$ cat config.mk
export PLATFORM = sky130hd
export DESIGN_NAME = ce_decode
export DESIGN_NICKNAME = d
export VERILOG_FILES = /design/src/ce_pkg.sv /design/src/ce_cond_eval.sv /design/src/ce_decode.sv
export VERILOG_INCLUDE_DIRS = /design/src
export SDC_FILE = /design/constraint.sdc
export NUM_CORES = 1
export LEC_CHECK = 0
export ABC_AREA = 1
export BUFFER_PORTS_ARGS = -buffer_cell sky130_fd_sc_hd__buf_2
export CORE_MARGIN = 3
export CORE_UTILIZATION = 35
export CTS_CLUSTER_DIAMETER = 60
export DETAILED_ROUTE_END_ITERATION = 8
export PLACE_DENSITY = 0.76
export SLEW_MARGIN = 20
export SYNTH_ARGS = -nofsm -noshare
export SYNTH_HDL_FRONTEND = slang
export SYNTH_SLANG_ARGS = --single-unit
$ cat constraint.sdc
create_clock -name clock -period 2.51 [get_ports clock]
set_clock_uncertainty 0.05 [all_clocks]
set_input_delay 0.502 -clock clock [delete_from_list [all_inputs] [get_ports clock]]
set_output_delay 0.502 -clock clock [all_outputs]
set_load 0.03 [all_outputs]
$ cat src/ce_consts.svh
// Constants for the condition evaluator and instruction field decoder.
// Assumes a 48-bit instruction word; all positions are bit indices into it.
`ifndef CE_CONSTS_SVH
`define CE_CONSTS_SVH

// ==========================================================================
// Widths and fixed values
// ==========================================================================
`define CE_IW 48
`define CE_LCNT_W 32
`define CE_LCNT_ONE 32'h0000_0001
`define CE_FIRST_BANK 4'h0
`define CE_SECOND_BANK 4'h8

// ==========================================================================
// Condition code values
// ==========================================================================
`define CE_C_EQ 4'h0
`define CE_C_LT 4'h1
`define CE_C_LE 4'h2
`define CE_C_AC 4'h3
`define CE_C_AV 4'h4
`define CE_C_MV 4'h5
`define CE_C_MS 4'h6
`define CE_C_SV 4'h7
`define CE_C_SZ 4'h8
`define CE_C_F0 4'h9
`define CE_C_F1 4'ha
`define CE_C_F2 4'hb
`define CE_C_F3 4'hc
`define CE_C_TF 4'hd
`define CE_C_BM 4'he
`define CE_C_LCE 4'hf
`define CE_C_ALWAYS 5'h1f

// ==========================================================================
// Field positions
// ==========================================================================
`define CE_TYPE_HI 47
`define CE_TYPE_LO 45
`define CE_ABORT 44
`define CE_CALL 43
`define CE_ELSE 42
`define CE_DELAY 41
`define CE_IRQCLR 40
`define CE_LONG 39
`define CE_MSEL 38
`define CE_COND_HI 37
`define CE_COND_LO 33
`define CE_DMI_HI 32
`define CE_DMI_LO 30
`define CE_DMM_HI 29
`define CE_DMM_LO 27
`define CE_PMI_HI 26
`define CE_PMI_LO 24
`define CE_PMM_HI 23
`define CE_PMM_LO 21
`define CE_DMDIR 20
`define CE_PMDIR 19
`define CE_UNIT_HI 18
`define CE_UNIT_LO 17
`define CE_MRES_HI 16
`define CE_MRES_LO 13
`define CE_DREG_HI 16
`define CE_DREG_LO 13
`define CE_BOP_HI 12
`define CE_BOP_LO 10
`define CE_CREG_HI 9
`define CE_CREG_LO 5
`define CE_CSEL_HI 4
`define CE_CSEL_LO 3
`define CE_XSEL 2
`define CE_LPU 12
`define CE_LPO 11
`define CE_PPU 10
`define CE_PPO 9
`define CE_LR 8
`define CE_INC 7
`define CE_DEC 6
`define CE_FLUSH 5
`define CE_NUM_HI 2
`define CE_NUM_LO 0

`endif

$ cat src/ce_pkg.sv
// Types shared by the condition evaluator and the field decoder.
// Assumes nothing of its surroundings.
`default_nettype none

package ce_pkg;
    typedef enum logic [2:0] {
        CE_T_COMPUTE = 3'h0,
        CE_T_BRANCH = 3'h1,
        CE_T_RETURN = 3'h2,
        CE_T_DOLOOP = 3'h3,
        CE_T_BITOP = 3'h4,
        CE_T_CACHE = 3'h5,
        CE_T_NONE = 3'h6,
        CE_T_MISC = 3'h7
    } ce_itype_e;

    typedef enum logic [2:0] {
        CE_B_SET = 3'h0,
        CE_B_CLR = 3'h1,
        CE_B_TGL = 3'h2,
        CE_B_TST = 3'h4,
        CE_B_XOR = 3'h5
    } ce_bitop_e;

    typedef enum logic [1:0] {
        CE_U_ALU = 2'h0,
        CE_U_MUL = 2'h1,
        CE_U_SHF = 2'h2
    } ce_unit_e;

    typedef enum logic [1:0] {
        CE_S_LOWER = 2'h0,
        CE_S_UPPER = 2'h1,
        CE_S_TAG = 2'h3
    } ce_csel_e;
endpackage : ce_pkg

`default_nettype wire
$ cat src/ce_cond_eval.sv
// Evaluates one 5-bit condition code for one processing element.
// Assumes the status flags are stable for the cycle; purely combinational.
`default_nettype none
`include "ce_consts.svh"

module ce_cond_eval (
    input wire logic [4:0] code,
    input wire logic do_ctx,
    input wire logic zero_flag,
    input wire logic negative_flag,
    input wire logic overflow_flag,
    input wire logic carry_flag,
    input wire logic float_op_flag,
    input wire logic saturation_enable,
    input wire logic mult_overflow,
    input wire logic mult_sign,
    input wire logic shift_overflow,
    input wire logic shift_zero,
    input wire logic bit_test_result,
    input wire logic [3:0] flag_pins,
    input wire logic bus_master_cond,
    input wire logic loop_count_done,
    output logic cond_true
);
    logic ovf_q;
    logic le_term;
    logic lt_term;
    logic base;

    // In the LT and LE terms, overflow only counts while saturation is off.
    assign ovf_q = overflow_flag & ~saturation_enable;
    assign le_term = (~float_op_flag & (negative_flag ^ ovf_q))
                   | (float_op_flag & negative_flag) | zero_flag;
    assign lt_term = (~float_op_flag & (negative_flag ^ ovf_q))
                   | (float_op_flag & negative_flag & ~zero_flag);

    always_comb begin
        unique case (code[3:0])
            `CE_C_EQ: base = zero_flag;
            `CE_C_LT: base = lt_term;
            `CE_C_LE: base = le_term;
            `CE_C_AC: base = carry_flag;
            `CE_C_AV: base = overflow_flag;
            `CE_C_MV: base = mult_overflow;
            `CE_C_MS: base = mult_sign;
            `CE_C_SV: base = shift_overflow;
            `CE_C_SZ: base = shift_zero;
            `CE_C_F0: base = flag_pins[0];
            `CE_C_F1: base = flag_pins[1];
            `CE_C_F2: base = flag_pins[2];
            `CE_C_F3: base = flag_pins[3];
            `CE_C_TF: base = bit_test_result;
            `CE_C_BM: base = bus_master_cond;
            `CE_C_LCE: base = do_ctx ? loop_count_done : ~loop_count_done;
        endcase
    end

    always_comb begin
        if (code == `CE_C_ALWAYS) begin
            // A loop that never ends needs a test that never fires.
            cond_true = ~do_ctx;
        end else if (code[3:0] == `CE_C_LCE) begin
            cond_true = base;
        end else begin
            cond_true = code[4] ? ~base : base;
        end
    end
endmodule : ce_cond_eval

`default_nettype wire

$ cat src/ce_decode.sv
// Condition evaluation and opcode field decode for the sequencer.
// Assumes the instruction word and status flags are synchronous to clock;
// every result is registered and valid one cycle after its inputs.
`default_nettype none
`include "ce_consts.svh"

module ce_decode (
    input wire logic clock,
    input wire logic reset,
    input wire logic [`CE_IW-1:0] instr,
    input wire logic dual_mode,
    input wire logic [3:0] flag_pins,
    input wire logic bus_master_cond,
    input wire logic [`CE_LCNT_W-1:0] current_loop_count,
    input wire logic saturation_enable,
    input wire logic x_zero_flag,
    input wire logic x_negative_flag,
    input wire logic x_overflow_flag,
    input wire logic x_carry_flag,
    input wire logic x_float_op_flag,
    input wire logic x_mult_overflow,
    input wire logic x_mult_sign,
    input wire logic x_shift_overflow,
    input wire logic x_shift_zero,
    input wire logic x_bit_test_result,
    input wire logic y_zero_flag,
    input wire logic y_negative_flag,
    input wire logic y_overflow_flag,
    input wire logic y_carry_flag,
    input wire logic y_float_op_flag,
    input wire logic y_mult_overflow,
    input wire logic y_mult_sign,
    input wire logic y_shift_overflow,
    input wire logic y_shift_zero,
    input wire logic y_bit_test_result,
    output logic element_x_cond_q,
    output logic element_y_cond_q,
    output logic loop_count_done_q,
    output logic term_done_q,
    output logic element_x_compute_q,
    output logic element_y_compute_q,
    output logic branch_take_q,
    output logic return_take_q,
    output logic call_q,
    output logic delayed_q,
    output logic abort_pop_q,
    output logic irq_clear_bit_q,
    output logic mult_pick_valid_q,
    output logic mult_pick_bg_q,
    output logic [1:0] mult_pick_part_q,
    output logic bitop_valid_q,
    output ce_pkg::ce_bitop_e bit_op_code_q,
    output logic unit_valid_q,
    output ce_pkg::ce_unit_e unit_pick_q,
    output logic [4:0] cache_entry_q,
    output ce_pkg::ce_csel_e cache_half_q,
    output logic cache_half_valid_q,
    output logic cache_flush_bit_q,
    output logic ureg_xfer_q,
    output logic cache_load_q,
    output logic data_mem_dir_q,
    output logic prog_mem_dir_q,
    output logic [3:0] first_gen_index_sel_q,
    output logic [3:0] first_gen_modify_sel_q,
    output logic [3:0] second_gen_index_sel_q,
    output logic [3:0] second_gen_modify_sel_q,
    output logic [3:0] dreg_sel_q,
    output logic mem_sel_second_q,
    output logic long_word_q,
    output logic count_down_bit_q,
    output logic count_up_q,
    output logic loop_stack_push_q,
    output logic loop_stack_pop_q,
    output logic pc_stack_push_q,
    output logic pc_stack_pop_q,
    output logic reenter_bit_q,
    output logic [2:0] irq_vector_q
);
    // ======================================================================
    // Field extraction
    // ======================================================================
    ce_pkg::ce_itype_e itype;
    logic [4:0] cond_code;
    logic else_bit;
    logic loop_count_done;
    logic cond_x;
    logic cond_y;
    logic do_ctx;
    logic both_true;
    logic [3:0] mres;
    logic [2:0] bit_op_code;
    logic [1:0] unit;
    logic [1:0] csel;
    logic is_misc;

    // Only the fixed type bits steer the decode; other bits are don't-care.
    assign itype = ce_pkg::ce_itype_e'(instr[`CE_TYPE_HI:`CE_TYPE_LO]);
    assign cond_code = instr[`CE_COND_HI:`CE_COND_LO];
    assign else_bit = instr[`CE_ELSE];
    assign mres = instr[`CE_MRES_HI:`CE_MRES_LO];
    assign bit_op_code = instr[`CE_BOP_HI:`CE_BOP_LO];
    assign unit = instr[`CE_UNIT_HI:`CE_UNIT_LO];
    assign csel = instr[`CE_CSEL_HI:`CE_CSEL_LO];
    assign is_misc = (itype == ce_pkg::CE_T_MISC);
    assign do_ctx = (itype == ce_pkg::CE_T_DOLOOP);
    assign loop_count_done = (current_loop_count == `CE_LCNT_ONE);

    // Maps a 3-bit selector into the bank that starts at base.
    function automatic logic [3:0] bank_map(input logic [2:0] sel, input logic [3:0] base);
        bank_map = base | {1'b0, sel};
    endfunction : bank_map

    // ======================================================================
    // Per-element condition evaluation
    // ======================================================================
    ce_cond_eval u_eval_x (
        .code(cond_code),
        .do_ctx(do_ctx),
        .zero_flag(x_zero_flag),
        .negative_flag(x_negative_flag),
        .overflow_flag(x_overflow_flag),
        .carry_flag(x_carry_flag),
        .float_op_flag(x_float_op_flag),
        .saturation_enable(saturation_enable),
        .mult_overflow(x_mult_overflow),
        .mult_sign(x_mult_sign),
        .shift_overflow(x_shift_overflow),
        .shift_zero(x_shift_zero),
        .bit_test_result(x_bit_test_result),
        .flag_pins(flag_pins),
        .bus_master_cond(bus_master_cond),
        .loop_count_done(loop_count_done),
        .cond_true(cond_x)
    );

    ce_cond_eval u_eval_y (
        .code(cond_code),
        .do_ctx(do_ctx),
        .zero_flag(y_zero_flag),
        .negative_flag(y_negative_flag),
        .overflow_flag(y_overflow_flag),
        .carry_flag(y_carry_flag),
        .float_op_flag(y_float_op_flag),
        .saturation_enable(saturation_enable),
        .mult_overflow(y_mult_overflow),
        .mult_sign(y_mult_sign),
        .shift_overflow(y_shift_overflow),
        .shift_zero(y_shift_zero),
        .bit_test_result(y_bit_test_result),
        .flag_pins(flag_pins),
        .bus_master_cond(bus_master_cond),
        .loop_count_done(loop_count_done),
        .cond_true(cond_y)
    );

    // In single mode the second element does not exist, so only x decides.
    assign both_true = dual_mode ? (cond_x & cond_y) : cond_x;

    // ======================================================================
    // Conditions and program flow
    // ======================================================================
    logic comp_x_d;
    logic comp_y_d;
    logic flow_d;

    always_comb begin
        comp_x_d = 1'b0;
        comp_y_d = 1'b0;
        flow_d = 1'b0;
        unique case (itype)
            ce_pkg::CE_T_COMPUTE: begin
                comp_x_d = cond_x;
                comp_y_d = dual_mode & cond_y;
            end
            ce_pkg::CE_T_BRANCH, ce_pkg::CE_T_RETURN: begin
                // With else, each element computes on its own false result.
                comp_x_d = else_bit ? ~cond_x : cond_x;
                comp_y_d = dual_mode & (else_bit ? ~cond_y : cond_y);
                flow_d = both_true;
            end
            ce_pkg::CE_T_DOLOOP, ce_pkg::CE_T_BITOP, ce_pkg::CE_T_CACHE,
            ce_pkg::CE_T_NONE, ce_pkg::CE_T_MISC: begin
                comp_x_d = 1'b0;
            end
        endcase
    end

    always_ff @(posedge clock) begin
        if (reset) begin
            element_x_cond_q <= 1'b0;
            element_y_cond_q <= 1'b0;
            loop_count_done_q <= 1'b0;
            term_done_q <= 1'b0;
            element_x_compute_q <= 1'b0;
            element_y_compute_q <= 1'b0;
        end else begin
            element_x_cond_q <= cond_x;
            element_y_cond_q <= dual_mode & cond_y;
            loop_count_done_q <= loop_count_done;
            term_done_q <= do_ctx & cond_x;
            element_x_compute_q <= comp_x_d;
            element_y_compute_q <= comp_y_d;
        end
    end

    always_ff @(posedge clock) begin
        if (reset) begin
            branch_take_q <= 1'b0;
            return_take_q <= 1'b0;
            call_q <= 1'b0;
            delayed_q <= 1'b0;
            abort_pop_q <= 1'b0;
            irq_clear_bit_q <= 1'b0;
        end else begin
            branch_take_q <= flow_d & (itype == ce_pkg::CE_T_BRANCH);
            return_take_q <= flow_d & (itype == ce_pkg::CE_T_RETURN);
            call_q <= instr[`CE_CALL];
            delayed_q <= instr[`CE_DELAY];
            // Stacks unwind only when the branch is really taken.
            abort_pop_q <= flow_d & (itype == ce_pkg::CE_T_BRANCH) & instr[`CE_ABORT];
            irq_clear_bit_q <= flow_d & instr[`CE_IRQCLR];
        end
    end

    // ======================================================================
    // Operand and unit fields
    // ======================================================================
    always_ff @(posedge clock) begin
        if (reset) begin
            mult_pick_valid_q <= 1'b0;
            mult_pick_bg_q <= 1'b0;
            mult_pick_part_q <= 2'h0;
            bitop_valid_q <= 1'b0;
            bit_op_code_q <= ce_pkg::CE_B_SET;
            unit_valid_q <= 1'b0;
            unit_pick_q <= ce_pkg::CE_U_ALU;
        end else begin
            // Codes xx11 and 1xxx name no result part and are flagged invalid.
            mult_pick_valid_q <= ~mres[3] & (mres[1:0] != 2'h3);
            mult_pick_bg_q <= mres[2];
            mult_pick_part_q <= mres[1:0];
            bitop_valid_q <= (itype == ce_pkg::CE_T_BITOP) & (bit_op_code != 3'h3)
                           & (bit_op_code[2:1] != 2'h3);
            bit_op_code_q <= ce_pkg::ce_bitop_e'(bit_op_code);
            unit_valid_q <= (unit != 2'h3);
            unit_pick_q <= ce_pkg::ce_unit_e'(unit);
        end
    end

    // ======================================================================
    // Cache access and transfer select
    // ======================================================================
    always_ff @(posedge clock) begin
        if (reset) begin
            cache_entry_q <= 5'h00;
            cache_half_q <= ce_pkg::CE_S_LOWER;
            cache_half_valid_q <= 1'b0;
            cache_flush_bit_q <= 1'b0;
            ureg_xfer_q <= 1'b0;
            cache_load_q <= 1'b0;
        end else begin
            cache_entry_q <= instr[`CE_CREG_HI:`CE_CREG_LO];
            cache_half_q <= ce_pkg::ce_csel_e'(csel);
            cache_half_valid_q <= (itype == ce_pkg::CE_T_CACHE) & (csel != 2'h2);
            cache_flush_bit_q <= is_misc & instr[`CE_FLUSH];
            ureg_xfer_q <= (itype == ce_pkg::CE_T_CACHE) & instr[`CE_XSEL];
            cache_load_q <= (itype == ce_pkg::CE_T_CACHE) & ~instr[`CE_XSEL];
        end
    end

    // ======================================================================
    // Memory access fields
    // ======================================================================
    always_ff @(posedge clock) begin
        if (reset) begin
            data_mem_dir_q <= 1'b0;
            prog_mem_dir_q <= 1'b0;
            first_gen_index_sel_q <= 4'h0;
            first_gen_modify_sel_q <= 4'h0;
            second_gen_index_sel_q <= 4'h8;
            second_gen_modify_sel_q <= 4'h8;
            dreg_sel_q <= 4'h0;
            mem_sel_second_q <= 1'b0;
            long_word_q <= 1'b0;
        end else begin
            data_mem_dir_q <= instr[`CE_DMDIR];
            prog_mem_dir_q <= instr[`CE_PMDIR];
            first_gen_index_sel_q <= bank_map(instr[`CE_DMI_HI:`CE_DMI_LO],
                                              `CE_FIRST_BANK);
            first_gen_modify_sel_q <= bank_map(instr[`CE_DMM_HI:`CE_DMM_LO],
                                               `CE_FIRST_BANK);
            second_gen_index_sel_q <= bank_map(instr[`CE_PMI_HI:`CE_PMI_LO],
                                               `CE_SECOND_BANK);
            second_gen_modify_sel_q <= bank_map(instr[`CE_PMM_HI:`CE_PMM_LO],
                                                `CE_SECOND_BANK);
            dreg_sel_q <= instr[`CE_DREG_HI:`CE_DREG_LO];
            mem_sel_second_q <= instr[`CE_MSEL];
            // Low means the memory map region decides the width downstream.
            long_word_q <= instr[`CE_LONG];
        end
    end

    // ======================================================================
    // Stack, counter and vector operations
    // ======================================================================
    // These bits share positions with compute fields, so all but the vector number act only for
    // the miscellaneous type; elsewhere they would fire spuriously.
    always_ff @(posedge clock) begin
        if (reset) begin
            count_down_bit_q <= 1'b0;
            count_up_q <= 1'b0;
            loop_stack_push_q <= 1'b0;
            loop_stack_pop_q <= 1'b0;
            pc_stack_push_q <= 1'b0;
            pc_stack_pop_q <= 1'b0;
            reenter_bit_q <= 1'b0;
            irq_vector_q <= 3'h0;
        end else begin
            count_down_bit_q <= is_misc & instr[`CE_DEC];
            count_up_q <= is_misc & instr[`CE_INC];
            loop_stack_push_q <= is_misc & instr[`CE_LPU];
            loop_stack_pop_q <= is_misc & instr[`CE_LPO];
            pc_stack_push_q <= is_misc & instr[`CE_PPU];
            pc_stack_pop_q <= is_misc & instr[`CE_PPO];
            reenter_bit_q <= is_misc & instr[`CE_LR];
            irq_vector_q <= instr[`CE_NUM_HI:`CE_NUM_LO];
        end
    end
endmodule : ce_decode

`default_nettype wire

==> flow_summary.json, run 1 <==
{
  "drt_iter0_markers": 68,
  "cp-end-kind": "flip-flop",
  "viasPerCell": 4.279,
  "max_stage_delay_ns": 0.21,
  "finalNetCount": 647,
  "holdBufCountCts": 0,
  "cp_data_arrival_time_ns": 1.94,
  "yosys.area.top_type": "dfxtp_1",
  "start_util_pct": 36.70,
  "period_share_pct": 70.07,
  "grt_overflow_total": 0,
  "fin_util_pct": 53.15,
  "p_per_area_nw_per_um2": 642.3,
  "yosys.cell_types.count": 24,
  "met3_usage_pct": 3.065,
  "die_area_um2": 8342,
  "synth_warnings": 0,
  "cp_cell_sequence": "buf_2 -> nor2_2 -> inv_1 -> nor3_1 -> nand2_1 -> nand2_1 -> nor2_1 -> nand3_1 -> nand3_1 -> nand3_1 -> nand3_1 -> nor3_1",
  "synth.top_cell.area_share_pct": 47.91,
  "firstDrtPassIters": 4,
  "gp_congestion": 0.8404,
  "coreArea_um2": 6944,
  "min_period_ns": 1.759,
  "hp-class": "primary input to flip-flop",
  "post_cts_buffers": 0,
  "cts.repair.resized": 0,
  "fp.dieH_um": 91.34,
  "cts.sinks": 61,
  "p_leak_nw": 2.229,
  "ioPinCount": 177,
  "setup.worst_path.start": "instr[35]",
  "synth_edf_count": 0,
  "critPathKind": "primary input to flip-flop",
  "grt_pass1_wl_mm": 10.99,
  "dp_hpwl_mm": 5.904,
  "synth-seq-cells": 61,
  "status": "complete, no violations",
  "ys_seq_area_share_pct": 47.91,
  "fmax_ghz": 0.5686,
  "critPathMostFrequentCell": "nand3_1",
  "cp_max_fo": 5,
  "rsz0062_at_grt": "no",
  "final_max_slew_viol_count": 0,
  "synth.most_common_cell": "inv_1",
  "slowest_stage": "nor2_2",
  "cap_violations": 0,
  "yosys_most_used_dff": "dfxtp_1",
  "path_clk_slew_ns": 0.07,
  "netlist_top_cells_count": "inv_1, nor2_1, dfxtp_1, nand2_1, nand3_1",
  "grt.total_usage_pct": 16.26,
  "antennaDiodeCount": 0,
  "fin_tns_setup_ns": 0,
  "critical-path-top-delay-family": "simple AND/OR/NAND/NOR gates",
  "vias": 2734,
  "crit_buf_inv": 2,
  "num_rows": 30,
  "layout_setup_ws_ns": 0.7512,
  "crit_required_ns": 2.70,
  "dp_cells": 623,
  "synth_area_um2": 2549,
  "synth_area_leaders": "dfxtp_1, inv_1, nor2_1, nand3_1, nand2_1",
  "whs_path_depth": 2,
  "wl_per_cell_um": 11.28,
  "drive_gt1_share_pct": 37.38,
  "syn_inst": 365,
  "numCtsBuffers": 9,
  "top_usage_layer": "met2",
  "area_delta_synth_final_pct": 44.82,
  "clockBufferDepth": 2,
  "dieWidth_um": 91.34,
  "globalRouteMet1Util_pct": 19.16,
  "drt.antenna.violating_nets": 0,
  "grt_pass1_vias": 2445,
  "hp-start": "instr[2]",
  "setup_violations": 0,
  "grt_util_met2_pct": 28.69,
  "routed_wl_mm": 7.209,
  "io_buffers": 172,
  "async_flop_share_pct": 0,
  "remaining_drc_errors": 0,
  "root_buffer": "clkbuf_8",
  "crit_path_start_kind": "primary input",
  "cts_max_level": 3,
  "cts_tree": "yes",
  "grt_max_degree": 50,
  "finalHoldViolCount": 0,
  "min_delay_worst_endpoint": "cache_load_q",
  "post-place-ws_ns": 0.4294,
  "antenna_found_initial": 0,
  "vdd_drop_max_mv": 0.2629,
  "final_cells": 639,
  "syn_area_per_cell_um2": 6.983
}
-- cell families (layout without fill, tap and decap cells) --
| family | count (synthesis) | in the layout | share of synthesized area, % |
|---|---|---|---|
| AO/OA/AOI/OAI | 10 | 10 | 2.258 |
| buffers and inverters | 96 | 272 | 15.17 |
| flip-flops | 61 | 61 | 47.91 |
| other | 2 | 4 | 0.2947 |
| AND/OR/NAND/NOR | 196 | 196 | 34.36 |
-- sequential cells by signal, summed over array words and instances, names as in the netlist, 2 cells and up --
name / count
irq_vector_q: 3
first_gen_index_sel_q: 3
second_gen_index_sel_q: 3
bit_op_code_q: 3
cache_entry_q: 5
second_gen_modify_sel_q: 3
unit_pick_q: 2
first_gen_modify_sel_q: 3
dreg_sel_q: 3
cache_half_q: 2
-- layout by cell type, fill, tap and decap left out, types with 2 or more instances in the layout --
cell and n:
nand3_1 41, nand3_2 2, nand2_2 2, nor3_1 14, inv_2 2, nor2_1 70
nand4_1 3, dfxtp_1 61, buf_2 172, clkbuf_8 9, bufinv_16 2, conb_1 4
a21oi_1 6, clkinvlp_4 2, nand2_1 54, nor2_2 5, inv_1 81
-- cell type report --
type                    count  area, um2
multi-input cells         210      948.4
flip-flops and latches     61       1221
clock inverters             7      97.59
repair buffers            173      868.3
clock buffers               9      123.9
fillers                   692       3253
inverters                  83      311.5
well taps                  96      120.1
-- worst max-delay path by stage --
stage	endpoint	slack [ns]	cells past startpoint
finish	abort_pop_q	0.75	12
global route	abort_pop_q	0.51	13
CTS	abort_pop_q	0.78	12
detailed placement	abort_pop_q	0.43	12
global placement	abort_pop_q	0.50	14
floorplan	element_y_compute_q	0.81	15
-- routing by layer --
metal | vias to the layer above | wire [um] | part of all wire (%)
li1 | 1433 | - | -
met1 | 1185 | 2969 | 41
met2 | 105 | 3654 | 51
met3 | 11 | 433 | 6.0
met4 | 0 | 152 | 2.1
met5 | - | 0 | 0
-- metrics by stage --
| step | hold slack, ns | power (mW) | area (um2) |
|---|---|---|---|
| floorplan | 0.5313 | 1.288 | 2556 |
| global placement | 0.6383 | 1.438 | 3470 |
| detailed placement | 0.6351 | 1.446 | 3470 |
| CTS | 0.2823 | 2.400 | 3691 |
| global route | 0.3101 | 2.483 | 3691 |
| finish | 0.2993 | 2.371 | 3691 |
-- power breakdown --
part           total (mW)  internal [mW]  switching [mW]
Sequential           1.02           1.01         0.00999
Clock               0.947          0.562           0.385
Combinational       0.404          0.143           0.260
(Power assumes the default switching activity.)
==> run 2: changes to the inputs <==
--- a/config.mk
+++ b/config.mk
@@ -12,7 +12,7 @@
 export CORE_UTILIZATION = 35
 export CTS_CLUSTER_DIAMETER = 60
 export DETAILED_ROUTE_END_ITERATION = 8
-export PLACE_DENSITY = 0.76
+export PLACE_DENSITY = 0.78
 export SLEW_MARGIN = 20
 export SYNTH_ARGS = -nofsm -noshare
 export SYNTH_HDL_FRONTEND = slang
==> constraint.sdc (replaced) <==
create_clock -name clock -period 1.47 [get_ports clock]
set_clock_uncertainty 0.05 [all_clocks]
set_input_delay 0.294 -clock clock [delete_from_list [all_inputs] [get_ports clock]]
set_output_delay 0.294 -clock clock [all_outputs]
set_load 0.03 [all_outputs]
==> run 2 against run 1 <==
  * Count of clock-buffer cells in the layout unchanged
  * Cell count grew 2.3%
  * Sequential share of layout area shrank 2.0 points
  * Total power is 74% higher
==> flow_summary.json, run 2 (same netlist as run 1, synthesis figures left out) <==
{
  "numCtsBuffers": 9,
  "antennaDiodeCount": 0,
  "coreArea_um2": 6944,
  "placed_cell_area_um2": 3580,
  "viasPerCell": 4.317,
  "io_buffers": 172,
  "post-place-ws_ns": -0.3515,
  "fin_util_pct": 56.61,
  "power_switching_mw": 1.155,
  "grt.total_usage_pct": 16.81,
  "cp_max_fo": 6,
  "rsz0062_at_grt": "yes",
  "start_util_pct": 36.70,
  "total_power_mw": 4.125,
  "grt_max_degree": 50,
  "drive_gt1_share_pct": 43.91,
  "comb_power_share_pct": 18.4,
  "firstDrtPassIters": 4,
  "switching_share_pct": 28.00,
  "finalNetCount": 662,
  "setup_violations": 0,
  "cts_max_level": 3,
  "dp_hpwl_mm": 5.792,
  "crit_path_start_kind": "primary input",
  "clockPowerShare_pct": 39.4,
  "grt_pass1_wl_mm": 11.33,
  "drt-met1-wl_mm": 2.874,
  "internal_power_mw": 2.970,
  "final_max_slew_viol_count": 0,
  "cts.sinks": 61,
  "drt_iter0_markers": 64,
  "area_delta_synth_final_pct": 54.25,
  "cts_tree": "yes",
  "gp_congestion": 0.8802,
  "min_period_ns": 1.424,
  "status": "complete, no violations",
  "path_clk_slew_ns": 0.06,
  "drt.antenna.violating_nets": 0,
  "cp_data_arrival_time_ns": 1.60,
  "wl_met2_mm": 3.719,
  "dr_wl_met3_um": 458,
  "root_buffer": "clkbuf_8",
  "regMostFlops": "cache_entry_q",
  "antenna_found_initial": 0,
  "dieWidth_um": 91.34,
  "fin_tns_setup_ns": 0,
  "holdBufCountCts": 0,
  "clockBufferDepth": 2,
  "layout_setup_ws_ns": 0.04582,
  "hp-class": "primary input to flip-flop",
  "finalHoldViolCount": 0,
  "seqPwrFrac_pct": 42.2,
  "routed_wl_mm": 7.226,
  "top_layer": "met4",
  "vdd_drop_max_mv": 0.4021,
  "remaining_drc_errors": 0,
  "num_rows": 30,
  "period_share_pct": 96.88,
  "grt_overflow_total": 0,
  "critPathKind": "primary input to flip-flop",
  "fmax_ghz": 0.7022,
  "grt_pass1_vias": 2602,
  "cp-end-kind": "flip-flop",
  "cap_violations": 0,
  "die_area_um2": 8342,
  "layout_commonest_cell": "buf_2",
  "p_per_area_nw_per_um2": 1049,
  "mostFrequentLayoutCells": "buf_2, inv_1, nor2_1",
  "final_area_um2": 3931,
  "ioPinCount": 177,
  "crit_required_ns": 1.65,
  "vias": 2823,
  "p_leak_nw": 2.323,
  "largest_register_ffs": 5,
  "wl_per_cell_um": 11.05,
  "fp.dieH_um": 91.34
}
==> run 2: cell count changes in the layout (fill, tap and decap cells not counted), moves of 6 or more <==
| cell | previous run | this run |
|---|---|---|
| nand2_1 | 54 | 45 |
| nand3_2 | 2 | 8 |
| nand2_2 | 2 | 11 |
| nand3_1 | 41 | 35 |
| buf_4 | 1 | 19 |
| nor2_1 | 70 | 64 |
==> run 2: worst paths after layout <==
| path | depth (start not counted) | startpoint | slack, ns | end |
|---|---|---|---|---|
| worst min-delay path | 2 | instr[2] | 0.1 | cache_load_q |
| worst max-delay path | 14 | instr[33] | 0.05 | element_x_cond_q |
==> run 2: repair_timing <==
item	CTS	global route
pin swaps	0	10
hold endpoints to repair	0	0
setup buffers	0	2
resized for setup	2	38
setup endpoints to repair	1	8
gates cloned	0	0
==> run 2: power groups by stage <==
| stage | logic, mW | registers (mW) | clock network [mW] |
|---|---|---|---|
| 6_report | 0.758 | 1.74 | 1.63 |
| 5_1_grt | 0.832 | 1.75 | 1.76 |
| 4_1_cts | 0.721 | 1.74 | 1.66 |
| 3_5_place_dp | 0.715 | 1.78 | 0 |
| 3_3_place_gp | 0.702 | 1.78 | 0 |
| 2_1_floorplan | 0.268 | 1.93 | 0 |
==> run 2: per-layer routing <==
layer  global-route usage [%]  vias up
met5                        0        -
met2                    29.37      105
li1                         -     1456
met1                    18.71     1247
met3                    4.722       15
met4                    8.040        0
==> run 2: cell type report <==
| class | count | area (um2) |
|---|---|---|
| fill | 680 | 3013 |
| sequential | 61 | 1221 |
| multi-input combinational | 210 | 1051 |
| inverter | 83 | 314.1 |
| tap | 96 | 120.1 |
| clock inverter | 7 | 97.59 |
| clock buffer | 9 | 123.9 |
| timing repair buffer | 188 | 1003 |
==> run 2: worst max-delay path, stage by stage <==
cell     delay, ns
buf_4         0.15
nand2_2       0.08
inv_1         0.08
nand3_1       0.09
nand2_1       0.05
nor2_1        0.11
nand3_1       0.10
nor2_2        0.11
nand3_2       0.09
nand2_1       0.08
nand2_2       0.08
nand4_4       0.09
inv_2         0.05
buf_4         0.12
==> run 2: per-stage QoR <==
stage / cells / hold slack (ns)
2_1_floorplan: 367 / 0.3233
3_3_place_gp: 636 / 0.4350
3_5_place_dp: 636 / 0.4389
4_1_cts: 652 / 0.08273
5_1_grt: 654 / 0.08379
6_report: 654 / 0.09785
